$ cat config.mk
export PLATFORM = sky130hd
export DESIGN_NAME = pif_flags
export DESIGN_NICKNAME = d
export VERILOG_FILES = /design/src/rtl/pif_flags.v
export VERILOG_INCLUDE_DIRS = /design/src /design/src/rtl
export SDC_FILE = /design/constraint.sdc
export NUM_CORES = 1
export LEC_CHECK = 0
export BUFFER_PORTS_ARGS = -buffer_cell sky130_fd_sc_hd__clkbuf_2
export CAP_MARGIN = 40
export CORE_ASPECT_RATIO = 0.8
export CORE_UTILIZATION = 38
export DETAILED_ROUTE_END_ITERATION = 8
export PLACE_DENSITY_LB_ADDON = 0.08
export RECOVER_POWER = 100
export SYNTH_ARGS = -nofsm -noshare
export SYNTH_HDL_FRONTEND = slang
export SYNTH_SLANG_ARGS = --single-unit
$ cat constraint.sdc
create_clock -name aclk -period 1.6 [get_ports aclk]
set_input_delay 0.24 -clock aclk [delete_from_list [all_inputs] [get_ports aclk]]
set_output_delay 0.24 -clock aclk [all_outputs]
set_load 0.05 [all_outputs]
$ cat src/rtl/pif_regs.vh
// register offsets, bit positions and reset values of the peripheral flag block
`ifndef PIF_REGS_VH
`define PIF_REGS_VH
`define PIF_FLAGS_ONE_ADDR   8'h0c
`define PIF_ENABLES_TWO_ADDR 8'h8c
`define PIF_BIT_PSP          7
`define PIF_BIT_RSVD         6
`define PIF_BIT_RXFULL       5
`define PIF_BIT_TXEMPTY      4
`define PIF_BIT_SSP          3
`define PIF_BIT_CAPCOMP_UNIT_ONE         2
`define PIF_BIT_TIMER_TWO_COUNT         1
`define PIF_BIT_TIMER_ONE_COUNT         0
`define PIF_BIT_CCP2EN       0
`define PIF_FLAGS_RESET      8'h00
`define PIF_ENABLES_RESET    8'h00
`define PIF_SW_MASK          8'hcf
`define PIF_RESP_OKAY        2'b00
`define PIF_RESP_SLVERR      2'b10
`define PIF_ADDR_LSB         2
`endif

$ cat src/rtl/pif_flags.v
// peripheral interrupt flag register with AXI4-Lite slave
`timescale 1ns/1ps
`include "pif_regs.vh"

////////////////////////////////////////////////////////////////////////////////
// Operation
// The flag register sits at address 0x0c and all its bits clear at reset.
// Bit 7 sets on each completed parallel port access and holds until software clears it.
// Bit 5 mirrors a full receive buffer, clears when the receive data is read, and is read-only; the code holds rx_data_read low.
// Bit 4 mirrors an empty transmit buffer, clears when transmit data is written, and is read-only; the code holds tx_data_write low.
// Bit 3 sets when a synchronous serial transfer completes and holds until software clears it.
// Bit 2 sets on a timer-one capture in capture mode and holds until software clears it.
// Bit 2 sets on a timer-one compare match in compare mode and holds until software clears it.
// Bit 1 sets when the timer-two count equals its period and holds until software clears it.
// Bit 0 sets on a sixteen-bit timer-one overflow and holds until software clears it.
// Flags set regardless of any enable; enables only gate requests.
// Software should clear a pending flag before setting its enable.
// The second enable register holds the capture/compare unit two enable.
// Bit 6 is a plain read/write bit that no hardware sets.
// A hardware set beats a software clear in the same cycle.
module pif_flags #(
  parameter ADDR_W = 8
) (
  // clock, reset, enable
  input  wire              aclk,
  input  wire              aresetn,
  input  wire              clk_en,
  // axi4-lite write address
  input  wire [ADDR_W-1:0] s_axi_awaddr,
  input  wire              s_axi_awvalid,
  output wire              s_axi_awready,
  // axi4-lite write data
  input  wire [31:0]       s_axi_wdata,
  input  wire [3:0]        s_axi_wstrb,
  input  wire              s_axi_wvalid,
  output wire              s_axi_wready,
  // axi4-lite write response
  output reg  [1:0]        s_axi_bresp,
  output reg               s_axi_bvalid,
  input  wire              s_axi_bready,
  // axi4-lite read address
  input  wire [ADDR_W-1:0] s_axi_araddr,
  input  wire              s_axi_arvalid,
  output wire              s_axi_arready,
  // axi4-lite read data
  output reg  [31:0]       s_axi_rdata,
  output reg  [1:0]        s_axi_rresp,
  output reg               s_axi_rvalid,
  input  wire              s_axi_rready,
  // peripheral events, one-cycle pulses
  input  wire              psp_access_done,
  input  wire              ssp_xfer_done,
  input  wire              capcomp_unit_one_capture_evt,
  input  wire              capcomp_unit_one_compare_evt,
  input  wire [1:0]        capcomp_unit_one_mode,
  input  wire              timer_two_count_period_match,
  input  wire              timer_one_count_overflow,
  // serial buffer levels
  input  wire              rx_buffer_full,
  input  wire              tx_buffer_empty,
  // serial data register access strobes
  output reg               rx_data_read,
  output reg               tx_data_write,
  // flag and enable views
  output reg  [7:0]        flags_out,
  output wire              capcomp_two_enable
);

  localparam MODE_CAPTURE = 2'b01;
  localparam MODE_COMPARE = 2'b10;

  reg  [7:0]        flags_r;
  reg  [7:0]        enables_two_r;
  reg  [ADDR_W-1:0] awaddr_r;
  reg               aw_held_r;
  reg  [31:0]       wdata_r;
  reg  [3:0]        wstrb_r;
  reg               w_held_r;
  reg  [7:0]        hw_set;
  reg  [7:0]        sw_clr;
  reg  [7:0]        sw_set;
  reg  [7:0]        flags_nxt;
  wire              wr_go;
  wire              wr_flags;
  wire              wr_en2;
  wire              rd_go;
  wire [ADDR_W-1:0] rd_word;

  ////////////////////////////////////////////////////////////////////////////////
  // write channel: address and data taken in either order
  assign s_axi_awready = ~aw_held_r & ~s_axi_bvalid;
  assign s_axi_wready  = ~w_held_r & ~s_axi_bvalid;
  assign wr_go         = aw_held_r & w_held_r & ~s_axi_bvalid;
  assign wr_flags      = wr_go && ({awaddr_r[ADDR_W-1:`PIF_ADDR_LSB], 2'b00} == `PIF_FLAGS_ONE_ADDR)
                         && wstrb_r[0];
  assign wr_en2        = wr_go && ({awaddr_r[ADDR_W-1:`PIF_ADDR_LSB], 2'b00} == `PIF_ENABLES_TWO_ADDR)
                         && wstrb_r[0];

  always @(posedge aclk) begin
    if (!aresetn) begin
      aw_held_r    <= 1'b0;
      w_held_r     <= 1'b0;
      awaddr_r     <= {ADDR_W{1'b0}};
      wdata_r      <= 32'h00000000;
      wstrb_r      <= 4'h0;
      s_axi_bvalid <= 1'b0;
      s_axi_bresp  <= `PIF_RESP_OKAY;
    end else if (clk_en) begin
      if (s_axi_awvalid && s_axi_awready) begin
        aw_held_r <= 1'b1;
        awaddr_r  <= s_axi_awaddr;
      end
      if (s_axi_wvalid && s_axi_wready) begin
        w_held_r <= 1'b1;
        wdata_r  <= s_axi_wdata;
        wstrb_r  <= s_axi_wstrb;
      end
      if (wr_go) begin
        aw_held_r    <= 1'b0;
        w_held_r     <= 1'b0;
        s_axi_bvalid <= 1'b1;
        s_axi_bresp  <= (({awaddr_r[ADDR_W-1:`PIF_ADDR_LSB], 2'b00} == `PIF_FLAGS_ONE_ADDR) ||
                         ({awaddr_r[ADDR_W-1:`PIF_ADDR_LSB], 2'b00} == `PIF_ENABLES_TWO_ADDR)) ?
                        `PIF_RESP_OKAY : `PIF_RESP_SLVERR;
      end else if (s_axi_bvalid && s_axi_bready) begin
        s_axi_bvalid <= 1'b0;
      end
    end
  end

  ////////////////////////////////////////////////////////////////////////////////
  // read channel
  assign s_axi_arready = ~s_axi_rvalid;
  assign rd_go         = s_axi_arvalid & s_axi_arready;
  assign rd_word       = {s_axi_araddr[ADDR_W-1:`PIF_ADDR_LSB], 2'b00};

  always @(posedge aclk) begin
    if (!aresetn) begin
      s_axi_rvalid <= 1'b0;
      s_axi_rdata  <= 32'h00000000;
      s_axi_rresp  <= `PIF_RESP_OKAY;
    end else if (clk_en) begin
      if (rd_go) begin
        s_axi_rvalid <= 1'b1;
        s_axi_rresp  <= `PIF_RESP_OKAY;
        if (rd_word == `PIF_FLAGS_ONE_ADDR)
          s_axi_rdata <= {24'h000000, flags_r};
        else if (rd_word == `PIF_ENABLES_TWO_ADDR)
          s_axi_rdata <= {24'h000000, enables_two_r};
        else begin
          s_axi_rdata <= 32'h00000000;
          s_axi_rresp <= `PIF_RESP_SLVERR;
        end
      end else if (s_axi_rvalid && s_axi_rready) begin
        s_axi_rvalid <= 1'b0;
      end
    end
  end

  ////////////////////////////////////////////////////////////////////////////////
  // flag update
  always @* begin
    hw_set = 8'h00;
    // events set flags with no enable in the path
    hw_set[`PIF_BIT_PSP]  = psp_access_done;
    hw_set[`PIF_BIT_SSP]  = ssp_xfer_done;
    hw_set[`PIF_BIT_CAPCOMP_UNIT_ONE] = ((capcomp_unit_one_mode == MODE_CAPTURE) && capcomp_unit_one_capture_evt) ||
                            ((capcomp_unit_one_mode == MODE_COMPARE) && capcomp_unit_one_compare_evt);
    hw_set[`PIF_BIT_TIMER_TWO_COUNT] = timer_two_count_period_match;
    hw_set[`PIF_BIT_TIMER_ONE_COUNT] = timer_one_count_overflow;
    sw_clr = 8'h00;
    sw_set = 8'h00;
    if (wr_flags) begin
      sw_clr = ~wdata_r[7:0] & `PIF_SW_MASK;
      sw_set = wdata_r[7:0] & `PIF_SW_MASK;
    end
    flags_nxt = ((flags_r & ~sw_clr) | sw_set | hw_set) & `PIF_SW_MASK;
    flags_nxt[`PIF_BIT_RXFULL]  = rx_buffer_full;
    flags_nxt[`PIF_BIT_TXEMPTY] = tx_buffer_empty;
  end

  always @(posedge aclk) begin
    if (!aresetn) begin
      flags_r       <= `PIF_FLAGS_RESET;
      enables_two_r <= `PIF_ENABLES_RESET;
      rx_data_read  <= 1'b0;
      tx_data_write <= 1'b0;
      flags_out     <= `PIF_FLAGS_RESET;
    end else if (clk_en) begin
      flags_r   <= flags_nxt;
      flags_out <= flags_nxt;
      if (wr_en2)
        enables_two_r <= {7'h00, wdata_r[`PIF_BIT_CCP2EN]};
      // strobes are held low; nothing here tells the serial port to drain / load its buffer
      rx_data_read  <= 1'b0;
      tx_data_write <= 1'b0;
    end
  end

  assign capcomp_two_enable = enables_two_r[`PIF_BIT_CCP2EN];

endmodule // pif_flags

==> results.py, run 1 <==
metrics = {
    "run_status": {
        "status": "completed",
    },
    "route": {
        "first_pass_iters": 4,
        "dr_total_vias": 1379,
        "drt_iter0_drc": 52,
        "via_per_inst": 4.463,
        "drtAntennaViolNets": 0,
        "drc": 0,
        "route.final.wire_length_mm": 3.612,
        "wire_per_inst_um": 11.69,
    },
    "timing": {
        "fin_crit_sh_pct": 91.59,
        "finalHoldViolCount": 0,
        "finalClockSkew_ps": 6.291,
        "report.final.slew_viol_count": 0,
        "fin_crit_ps": 1465,
        "worst_pin_slew_ps": 637.6,
        "tns_ps": 0,
        "rsz0062_at_grt": "false",
        "fmaxAchievable_ghz": 0.6824,
        "finalSetupViolations": 0,
        "relSlewSlack_pct": 57.68,
        "setup_slack_ps": 134.5,
    },
    "floorplan": {
        "ios": 122,
        "die_x_um": 76.65,
        "dieArea_um2": 4731,
        "start_util_pct": 40.05,
        "die_y_um": 61.72,
        "core_um2": 4230,
        "rows": 21,
    },
    "logic_synthesis": {
        "synth-compound-area-share_pct": 9.970,
        "yosys.area_share.simple_pct": 20.75,
        "synth_mux_area_share_pct": 10.71,
        "ys_seq_elements": 36,
        "ys_types": 29,
        "yosysMostFrequentCell": "dfxtp_1",
        "synth_top_flop_cell": "dfxtp_1",
        "synthAdderAreaFrac_pct": 0,
        "synth_cells": 185,
        "ys.warnings.count": 0,
        "yosys.area.top_type": "dfxtp_1",
        "synth.top_cells.by_count": "dfxtp_1 (36), buf_4 (29), nor2_1 (27)",
        "synth_top_family_by_area": "simple AND/OR/NAND/NOR gates",
        "yosys-top-cells-area": "dfxtp_1 (43%), buf_4 (13%), mux2i_1 (10%)",
        "synth_top_area_share_pct": 42.54,
        "syn_area_um2": 1694,
        "synthArstFlopShare_pct": 0,
        "synth-xor-area-share_pct": 0,
        "ys_seq_area_share_pct": 42.54,
        "synth.avg_cell_area_um2": 9.157,
        "synth_edf_count": 0,
    },
    "final_layout": {
        "nets": 321,
        "antennaDiodeCount": 0,
        "final_core_util_pct": 48.24,
        "fin_cells": 309,
        "drive_gt1_share_pct": 23.41,
        "syn2layout_area_growth_pct": 20.46,
    },
    "power_and_ir_drop": {
        "swShare_pct": 31.51,
        "p_leak_nw": 0.8798,
        "power_switching_w": 0.0006851,
        "p_comb_share_pct": 19.1,
        "p_int_w": 0.001489,
        "power_density_nw_per_um2": 1065,
        "sequentialPowerShare_pct": 44.1,
        "ir_worst_vdd_uv": 411.7,
        "power_frac_clock_pct": 36.8,
    },
    "placement": {
        "portBuffers": 60,
        "gp_congestion": 0.6930,
        "pre_cts_ws_ps": 173.7,
        "placed_cells": 301,
        "place_hpwl_mm": 2.697,
    },
    "clocking": {
        "post_cts_buffers": 0,
        "holdBufCountCts": 0,
        "cts-root-buf": "clkbuf_8",
        "cts_resized": 0,
        "clock_sinks": 36,
        "clkLatencyLatePin_ps": 290,
        "cts_made_buffers": 5,
        "cts_tree": "yes",
        "htree_levels": 2,
        "clkSlewWorstSetupHoldPaths_ps": 70,
        "clockBufferDepth": 2,
    },
    "setup_path": {
        "worstReg2RegStart": "awaddr_r[4]$_SDFFE_PN0P_",
        "crit_path_end": "s_axi_bvalid",
        "reg2reg_depth": 5,
        "crit_arrival_ps": 1230,
        "startpoint_type": "flip-flop",
        "regToRegEndpoint": "flags_r[7]$_SDFFE_PN0P_",
        "path_max_fanout": 7,
        "startpoint": "s_axi_bvalid$_SDFFE_PN0P_",
        "critPathKind": "flip-flop to output pin",
        "cp-end-kind": "output pin",
        "critPathRequiredTime_ps": 1360,
        "worst-r2r-setup-slack_ps": 170,
    },
    "global_routing": {
        "antenna_found_initial": 0,
        "grt_pass1_wl_mm": 5.616,
        "grt-ovfl-total": 0,
        "grt_pass1_vias": 1158,
        "grt_max_degree": 21,
        "grt_use_total_pct": 15.90,
    },
    "job": {
        "cap_viol_max_count": 0,
    },
    "min_path": {
        "hold_path.class": "input port to flip-flop",
        "hold_depth": 3,
    },
}
[state kept, by name, summed over array words and instances (netlist names), named ones only]
register       count
flags_r            7
awaddr_r           6
s_axi_rresp        1
s_axi_bresp        1
wdata_r            6
s_axi_bvalid       1
s_axi_rvalid       1
wstrb_r            1
w_held_r           1
enables_two_r      1
s_axi_rdata        8
aw_held_r          1
[per-layer routing]
layer  vias to the layer above  track usage, %  share of wire, %
li1                        710               -                 -
met1                       597           22.33                53
met2                        64           22.27                39
met3                         8           4.526               6.3
met4                         0           8.242               1.6
met5                         -               0                 0
[worst min-delay path by stage]
stage	slack, ps	endpoint	from
floorplan	380	aw_held_r$_SDFFE_PN0P_	aresetn
global placement	440	s_axi_rdata[1]$_SDFFE_PN0P_	s_axi_rdata[1]$_SDFFE_PN0P_
detailed placement	440	s_axi_rdata[6]$_SDFFE_PN0P_	s_axi_rdata[6]$_SDFFE_PN0P_
CTS	180	wdata_r[6]$_SDFFE_PN0P_	s_axi_wdata[6]
global route	180	wdata_r[7]$_SDFFE_PN0P_	s_axi_wdata[7]
finish	180	awaddr_r[2]$_SDFFE_PN0P_	s_axi_awaddr[2]
[area by class of cell]
cell class,count,area [µm²]
repair buffers,69,329.1
clock buffers,5,68.82
clock inverters,3,42.54
fillers,455,2190
well taps,57,71.32
flip-flops and latches,36,720.7
multi-input cells,137,797.0
inverters,2,11.26
[cell usage in the layout (no fill, tap or decap), drive strengths merged]
master	n
and2	1
clkinvlp	2
a21oi	14
clkbuf	68
and4bb	2
mux2	1
nor2	27
nand2	15
a311oi	1
nor4b	2
nand4b	3
nor4	1
buf	6
and4b	1
nand3	9
bufinv	1
nand4	2
mux2i	17
nor2b	1
dfxtp	36
conb	28
a211oi	10
nor3	1
clkinv	2
and3	1
[kinds of logic after synthesis]
family / Yosys count
compound gates: 25
simple gates: 66
mux: 18
buf+inv: 39
other cells: 1
flops: 36
[worst max-delay path, cell delays in order (launching register included)]
cell and delay, ps:
dfxtp_1 330, buf_4 140, clkbuf_1 460
[power by group through the flow]
stage	Clock (W)	Combinational, W	Sequential, W
after floorplan	0	0.000325	0.00103
after global placement	0	0.000425	0.000980
after detailed placement	0	0.000426	0.000979
after CTS	0.000816	0.000427	0.000959
after global routing	0.000855	0.000443	0.000963
final	0.000801	0.000415	0.000958
[through the flow]
stage | hold slack (ps) | power (W) | instance area, µm²
2_1_floorplan | 383.8 | 0.001356 | 1800
3_3_place_gp | 443.2 | 0.001405 | 1979
3_5_place_dp | 443.6 | 0.001405 | 1979
4_1_cts | 177.7 | 0.002201 | 2091
5_1_grt | 183.1 | 0.002261 | 2041
6_report | 181.7 | 0.002174 | 2041
No activity file was read; power rests on OpenSTA's default activity.
==> inputs of run 2 (changes only) <==
--- a/config.mk
+++ b/config.mk
@@ -11,6 +11,7 @@
 export CORE_ASPECT_RATIO = 0.8
 export CORE_UTILIZATION = 38
 export DETAILED_ROUTE_END_ITERATION = 8
+export GPL_ROUTABILITY_DRIVEN = 0
 export PLACE_DENSITY_LB_ADDON = 0.08
 export RECOVER_POWER = 100
 export SYNTH_ARGS = -nofsm -noshare
==> constraint.sdc (replaced) <==
create_clock -name aclk -period 1.4 [get_ports aclk]
set_input_delay 0.21 -clock aclk [delete_from_list [all_inputs] [get_ports aclk]]
set_output_delay 0.21 -clock aclk [all_outputs]
set_load 0.05 [all_outputs]
==> run 2 against run 1 <==
  * The flow now finishes with violations (setup timing)
  * Combinational power up 19%
  * Via count grew 3.5%
  * Die area did not move
  * Clock-buffer cell count grew 3
  * Power rose by 7.1%
  * Setup slack got worse by 140 ps
  * Clock skew is 4.2 ps lower
  * Critical path type is now flip-flop to flip-flop
  * Critical endpoint is now flags_r[7]$_SDFFE_PN0P_
==> results.py, run 2 (synthesis gave the netlist of run 1 again) <==
metrics = {
    "run_status": {
        "status": "finished, violations left",
        "violations": "setup timing",
    },
    "clocking": {
        "cts_tree": "yes",
        "clkLatencyLatePin_ps": 280,
        "cts_made_buffers": 5,
        "clkSlewWorstSetupHoldPaths_ps": 60,
        "cts-root-buf": "clkbuf_8",
        "clockBufferDepth": 2,
        "holdBufCountCts": 0,
        "htree_levels": 2,
        "clock_sinks": 36,
    },
    "global_routing": {
        "grt_pass1_vias": 1184,
        "grt-ovfl-total": 0,
        "grt_pass1_wl_mm": 5.464,
        "grt_use_total_pct": 14.89,
        "antenna_found_initial": 0,
        "grt_max_degree": 35,
    },
    "route": {
        "met3_length_um": 212,
        "dr_total_vias": 1427,
        "wire_per_inst_um": 11.67,
        "via_per_inst": 4.588,
        "met2_length_mm": 1.537,
        "wl_met1_mm": 1.853,
        "topRoutingLayerUsed": "met4",
        "drc": 0,
        "drt_iter0_drc": 73,
        "first_pass_iters": 4,
        "drtAntennaViolNets": 0,
        "route.final.wire_length_mm": 3.629,
    },
    "timing": {
        "holdWs_ps": 169.3,
        "finalHoldViolCount": 0,
        "finalClockSkew_ps": 2.055,
        "finalSetupViolations": 1,
        "fin_crit_sh_pct": 100.2,
        "rsz0062_at_grt": "true",
        "report.final.slew_viol_count": 0,
        "fmaxAchievable_ghz": 0.7129,
        "fin_crit_ps": 1403,
        "setup_slack_ps": -2.741,
        "tns_ps": -2.741,
    },
    "power_and_ir_drop": {
        "power_frac_clock_pct": 31.7,
        "power_switching_w": 0.0007362,
        "p_int_w": 0.001592,
        "ir_worst_vdd_uv": 435.3,
        "swShare_pct": 31.62,
        "sequentialPowerShare_pct": 47.1,
        "p_comb_share_pct": 21.2,
        "p_leak_nw": 0.9913,
        "power_density_nw_per_um2": 1084,
    },
    "final_layout": {
        "fillers": 420,
        "finalInstanceArea_um2": 2147,
        "drive_gt1_share_pct": 34.65,
        "largest_reg_flops": 8,
        "final_common_cell": "clkbuf_2",
        "seq_area_um2": 725.7,
        "multi_input_area_um2": 828.3,
        "reg_top3": "s_axi_rdata (8), flags_r (7)",
        "regMostFlops": "s_axi_rdata",
        "antennaDiodeCount": 0,
        "syn2layout_area_growth_pct": 26.74,
        "mostFrequentLayoutCells": "clkbuf_2 (59), dfxtp_1 (34), conb_1 (28)",
        "nets": 323,
    },
    "placement": {
        "placement.cell_area_um2": 2018,
        "portBuffers": 60,
        "place_hpwl_mm": 2.622,
    },
    "floorplan": {
        "die_y_um": 61.72,
        "rows": 21,
        "ios": 122,
        "start_util_pct": 40.05,
        "dieArea_um2": 4731,
        "core_um2": 4230,
        "die_x_um": 76.65,
    },
    "setup_path": {
        "crit_arrival_ps": 1570,
        "critPathKind": "flip-flop to flip-flop",
        "path_max_fanout": 5,
        "cp-end-kind": "flip-flop",
        "critPathRequiredTime_ps": 1570,
        "startpoint_type": "flip-flop",
    },
    "min_path": {
        "hold_path.class": "input port to flip-flop",
    },
    "job": {
        "cap_viol_max_count": 0,
    },
}
-- run 2: cell types whose count changed in the layout (fill, tap and decap cells not counted), moves of 2 or more --
cell,delta
a211oi_1,-2
and4bb_4,+2
clkbuf_1,-21
dfxtp_1,-2
clkbuf_2,+21
buf_12,+2
a211oi_2,+2
-- run 2: final cells by class --
cell class	count	area share, %
Inverter	2	0.5245
Tap cell	57	3.322
Clock buffer	8	4.196
Sequential cell	36	33.80
Timing Repair Buffer	71	19.58
Multi-Input combinational cell	137	38.58
-- run 2: power groups by stage --
| stage | registers (W) | clock network (W) | logic (W) |
|---|---|---|---|
| final | 0.00110 | 0.000738 | 0.000493 |
| after global routing | 0.00110 | 0.000814 | 0.000524 |
| after CTS | 0.00110 | 0.000763 | 0.000491 |
| after detailed placement | 0.00112 | 0 | 0.000490 |
| after global placement | 0.00112 | 0 | 0.000489 |
| after floorplan | 0.00118 | 0 | 0.000374 |
-- run 2: timing repair --
action | CTS | global route
endpoints found under the setup margin | 0 | 10
buffers inserted | 0 | 0
resized for setup | 0 | 5
-- run 2: stage by stage --
| stage | instances | setup WS [ps] | total power (W) | utilization [%] |
|---|---|---|---|---|
| 2_1_floorplan | 212 | 0.1621 | 0.001549 | - |
| 3_3_place_gp | 302 | 22.82 | 0.001607 | 47.71 |
| 3_5_place_dp | 302 | 4.851 | 0.001608 | 47.71 |
| 4_1_cts | 310 | 1.421 | 0.002349 | 49.84 |
| 5_1_grt | 311 | -49.35 | 0.002439 | 50.75 |
| 6_report | 311 | -2.741 | 0.002328 | 50.75 |
-- run 2: routing by layer --
metal / GRT usage, % / vias up
met2: 22.65 / 63
met4: 5.769 / 0
met1: 20.57 / 639
li1: - / 721
met3: 3.796 / 4
met5: 0 / -
-- run 2: final timing paths --
| path | from | to | slack [ps] | depth (start not counted) |
|---|---|---|---|---|
| worst max-delay path | awaddr_r[6]$_SDFFE_PN0P_ | flags_r[7]$_SDFFE_PN0P_ | -3 | 5 |
| worst min-delay path | s_axi_wdata[3] | wdata_r[3]$_SDFFE_PN0P_ | 170 | 3 |
| worst max register to register | awaddr_r[6]$_SDFFE_PN0P_ | flags_r[7]$_SDFFE_PN0P_ | -3 | 5 |
| worst min register to register | s_axi_rdata[3]$_SDFFE_PN0P_ | s_axi_rdata[3]$_SDFFE_PN0P_ | 460 | 2 |
-- run 2: critical path, cell delays in order (launching register included) --
cell      delay [ps]
dfxtp_2          330
nor4b_4          380
nand4_4          180
buf_12           180
a211oi_2         150
a211oi_1          60
==> inputs of run 3 (changes only) <==
--- a/config.mk
+++ b/config.mk
@@ -9,6 +9,7 @@
 export BUFFER_PORTS_ARGS = -buffer_cell sky130_fd_sc_hd__clkbuf_2
 export CAP_MARGIN = 40
 export CORE_ASPECT_RATIO = 0.8
+export CORE_MARGIN = 2
 export CORE_UTILIZATION = 38
 export DETAILED_ROUTE_END_ITERATION = 8
 export GPL_ROUTABILITY_DRIVEN = 0
==> run 3 against run 2 <==
  * The run now ends clean
  * Die area grew 5.9%
  * Fmax grew 2.6%
  * Setup slack gained 35 ps
  * Sequential share of layout area shrank 0.37 points
  * Clock-buffer cell count is the same
  * Clock power grew 25%
  * Cell area grew 0.93%
  * Sequential power is essentially flat
  * Register-to-register slack gained 40 ps
  * Critical path depth is the same
  * Final cell count grew 0.96%
  * Wire length shrank 1.6%
==> results.py, run 3 (synthesis gave the netlist of run 1 again) <==
metrics = {
    "timing": {
        "fin_crit_ps": 1367,
        "finalSetupViolations": 0,
        "report.final.slew_viol_count": 0,
        "finalHoldViolCount": 0,
        "fmaxAchievable_ghz": 0.7313,
        "finalClockSkew_ps": 4.082,
        "setup_slack_ps": 32.65,
        "fin_crit_sh_pct": 97.67,
    },
    "setup_path": {
        "crit_arrival_ps": 1540,
        "worst-r2r-setup-slack_ps": 30,
        "path_delay_family": "simple AND/OR/NAND/NOR gates",
        "max_stage_delay_ps": 340,
        "critPathKind": "flip-flop to flip-flop",
        "cp-end-kind": "flip-flop",
        "startpoint_type": "flip-flop",
        "reg2reg_depth": 5,
        "startpoint": "awaddr_r[4]$_SDFFE_PN0P_",
        "critPathSlowestCell": "dfxtp_1",
        "crit_buf_inv": 1,
        "critPathRequiredTime_ps": 1580,
        "worstReg2RegStart": "awaddr_r[4]$_SDFFE_PN0P_",
        "crit_path_cell_trace": "nor4b_4 > nand4_2 > buf_4 > a211oi_2 > a211oi_1",
        "crit_cells": 5,
        "regToRegEndpoint": "flags_r[1]$_SDFFE_PN0P_",
        "path_max_fanout": 5,
    },
    "min_path": {
        "holdPathEnd": "flags_r[5]$_SDFFE_PN0P_",
        "worstHoldStart": "rx_buffer_full",
        "hold_path.class": "input port to flip-flop",
        "hold_depth": 3,
    },
    "floorplan": {
        "rows": 21,
        "core_um2": 4230,
        "ios": 122,
        "die_y_um": 63.72,
        "start_util_pct": 40.05,
        "dieArea_um2": 5012,
        "die_x_um": 78.65,
    },
    "power_and_ir_drop": {
        "power_w": 0.002515,
        "swShare_pct": 30.34,
        "p_leak_nw": 1.006,
        "power_switching_w": 0.0007631,
        "sequentialPowerShare_pct": 43.5,
        "power_frac_clock_pct": 36.7,
        "ir_worst_vdd_uv": 642.8,
        "p_int_w": 0.001752,
        "power_density_nw_per_um2": 1160,
        "p_comb_share_pct": 19.8,
    },
    "final_layout": {
        "drive_gt1_share_pct": 36.96,
        "largest_reg_flops": 8,
        "regMostFlops": "s_axi_rdata",
        "final_common_cell": "clkbuf_2",
        "antennaDiodeCount": 0,
        "nets": 326,
        "final_core_util_pct": 51.23,
        "syn2layout_area_growth_pct": 27.92,
        "reg_top3": "s_axi_rdata (8), flags_r (7)",
        "fillers": 419,
        "mostFrequentLayoutCells": "clkbuf_2 (59), dfxtp_1 (35), conb_1 (28)",
    },
    "global_routing": {
        "grt_max_degree": 20,
        "grt_pass1_wl_mm": 5.740,
        "grt_pass1_vias": 1231,
        "antenna_found_initial": 0,
        "grt_use_total_pct": 15.02,
        "grt-ovfl-total": 0,
    },
    "clocking": {
        "cts-root-buf": "clkbuf_8",
        "htree_levels": 2,
        "clkLatencyLatePin_ps": 290,
        "cts_tree": "yes",
        "clockBufferDepth": 2,
        "cts_made_buffers": 5,
        "clkSlewWorstSetupHoldPaths_ps": 70,
        "clock_sinks": 36,
    },
    "job": {
        "cap_viol_max_count": 0,
    },
    "placement": {
        "place_hpwl_mm": 2.736,
        "portBuffers": 60,
        "pre_cts_ws_ps": 27.34,
    },
    "route": {
        "first_pass_iters": 4,
        "drc": 0,
        "drtAntennaViolNets": 0,
        "via_per_inst": 4.462,
        "drt_iter0_drc": 69,
        "wire_per_inst_um": 11.38,
        "dr_total_vias": 1401,
        "route.final.wire_length_mm": 3.572,
    },
    "run_status": {
        "status": "completed",
    },
}
run 3: changes by cell type in the layout (fill, tap and decap cells not counted):
cell      delta
buf_4        +5
clkbuf_1     -4
and4b_1      -1
and4b_2      +1
buf_12       -1
buf_2        +1
clkbuf_4     +1
clkbuf_8     +1
dfxtp_1      +1
dfxtp_2      -1
nand4_2      +1
nand4_4      -1
run 3: how the worst max path moves through the flow:
stage                                              to  slack [ps]
after floorplan           s_axi_rdata[2]$_SDFFE_PN0P_         0.2
after global placement        flags_r[7]$_SDFFE_PN0P_          30
final                         flags_r[1]$_SDFFE_PN0P_          30
after global routing          flags_r[1]$_SDFFE_PN0P_          -3
after CTS                     flags_r[1]$_SDFFE_PN0P_          10
after detailed placement      flags_r[1]$_SDFFE_PN0P_          30
run 3: per-stage QoR:
stage               setup TNS, ps  area [µm²]  cells  hold slack, ps
detailed placement              0        2021    304           448.0
global route               -3.036        2167    314           157.3
floorplan                       0        1813    212           353.8
finish                          0        2167    314           152.8
global placement                0        2021    304           443.1
CTS                             0        2142    312           142.7
run 3: routing by layer:
layer  share of wire [%]  global-route usage (%)  vias to the layer above
li1                    -                       -                      731
met1                  51                   20.28                      604
met2                  40                   21.58                       61
met3                 8.1                   4.728                        5
met4                 1.0                   7.237                        0
met5                   0                       0                        -
run 3: power groups by stage:
stage / logic (W) / clock network, W / registers (W)
after floorplan: 0.000374 / 0 / 0.00118
after global placement: 0.000494 / 0 / 0.00112
after detailed placement: 0.000495 / 0 / 0.00112
after CTS: 0.000495 / 0.000953 / 0.00109
after global routing: 0.000532 / 0.00101 / 0.00110
final: 0.000497 / 0.000924 / 0.00109
run 3: layout make-up:
cell class                      count  area [µm²]  share of cell area (%)
Multi-Input combinational cell    137       820.8                   37.88
Sequential cell                    36       724.4                   33.43
Timing Repair Buffer               74       417.9                   19.28
Clock buffer                        8       121.4                   5.600
Tap cell                           57       71.32                   3.291
Inverter                            2       11.26                  0.5196
run 3: timing repair:
| action | 4_1_cts | 5_1_grt |
|---|---|---|
| hold buffers | 0 | 0 |
| setup endpoints to repair | 0 | 13 |
| resized for setup | 0 | 7 |
| setup buffers | 0 | 2 |
run 3: tightest hold or removal path, stage by stage:
cell,delay [ps]
clkbuf_2,70
mux2i_1,50
nor2_1,70
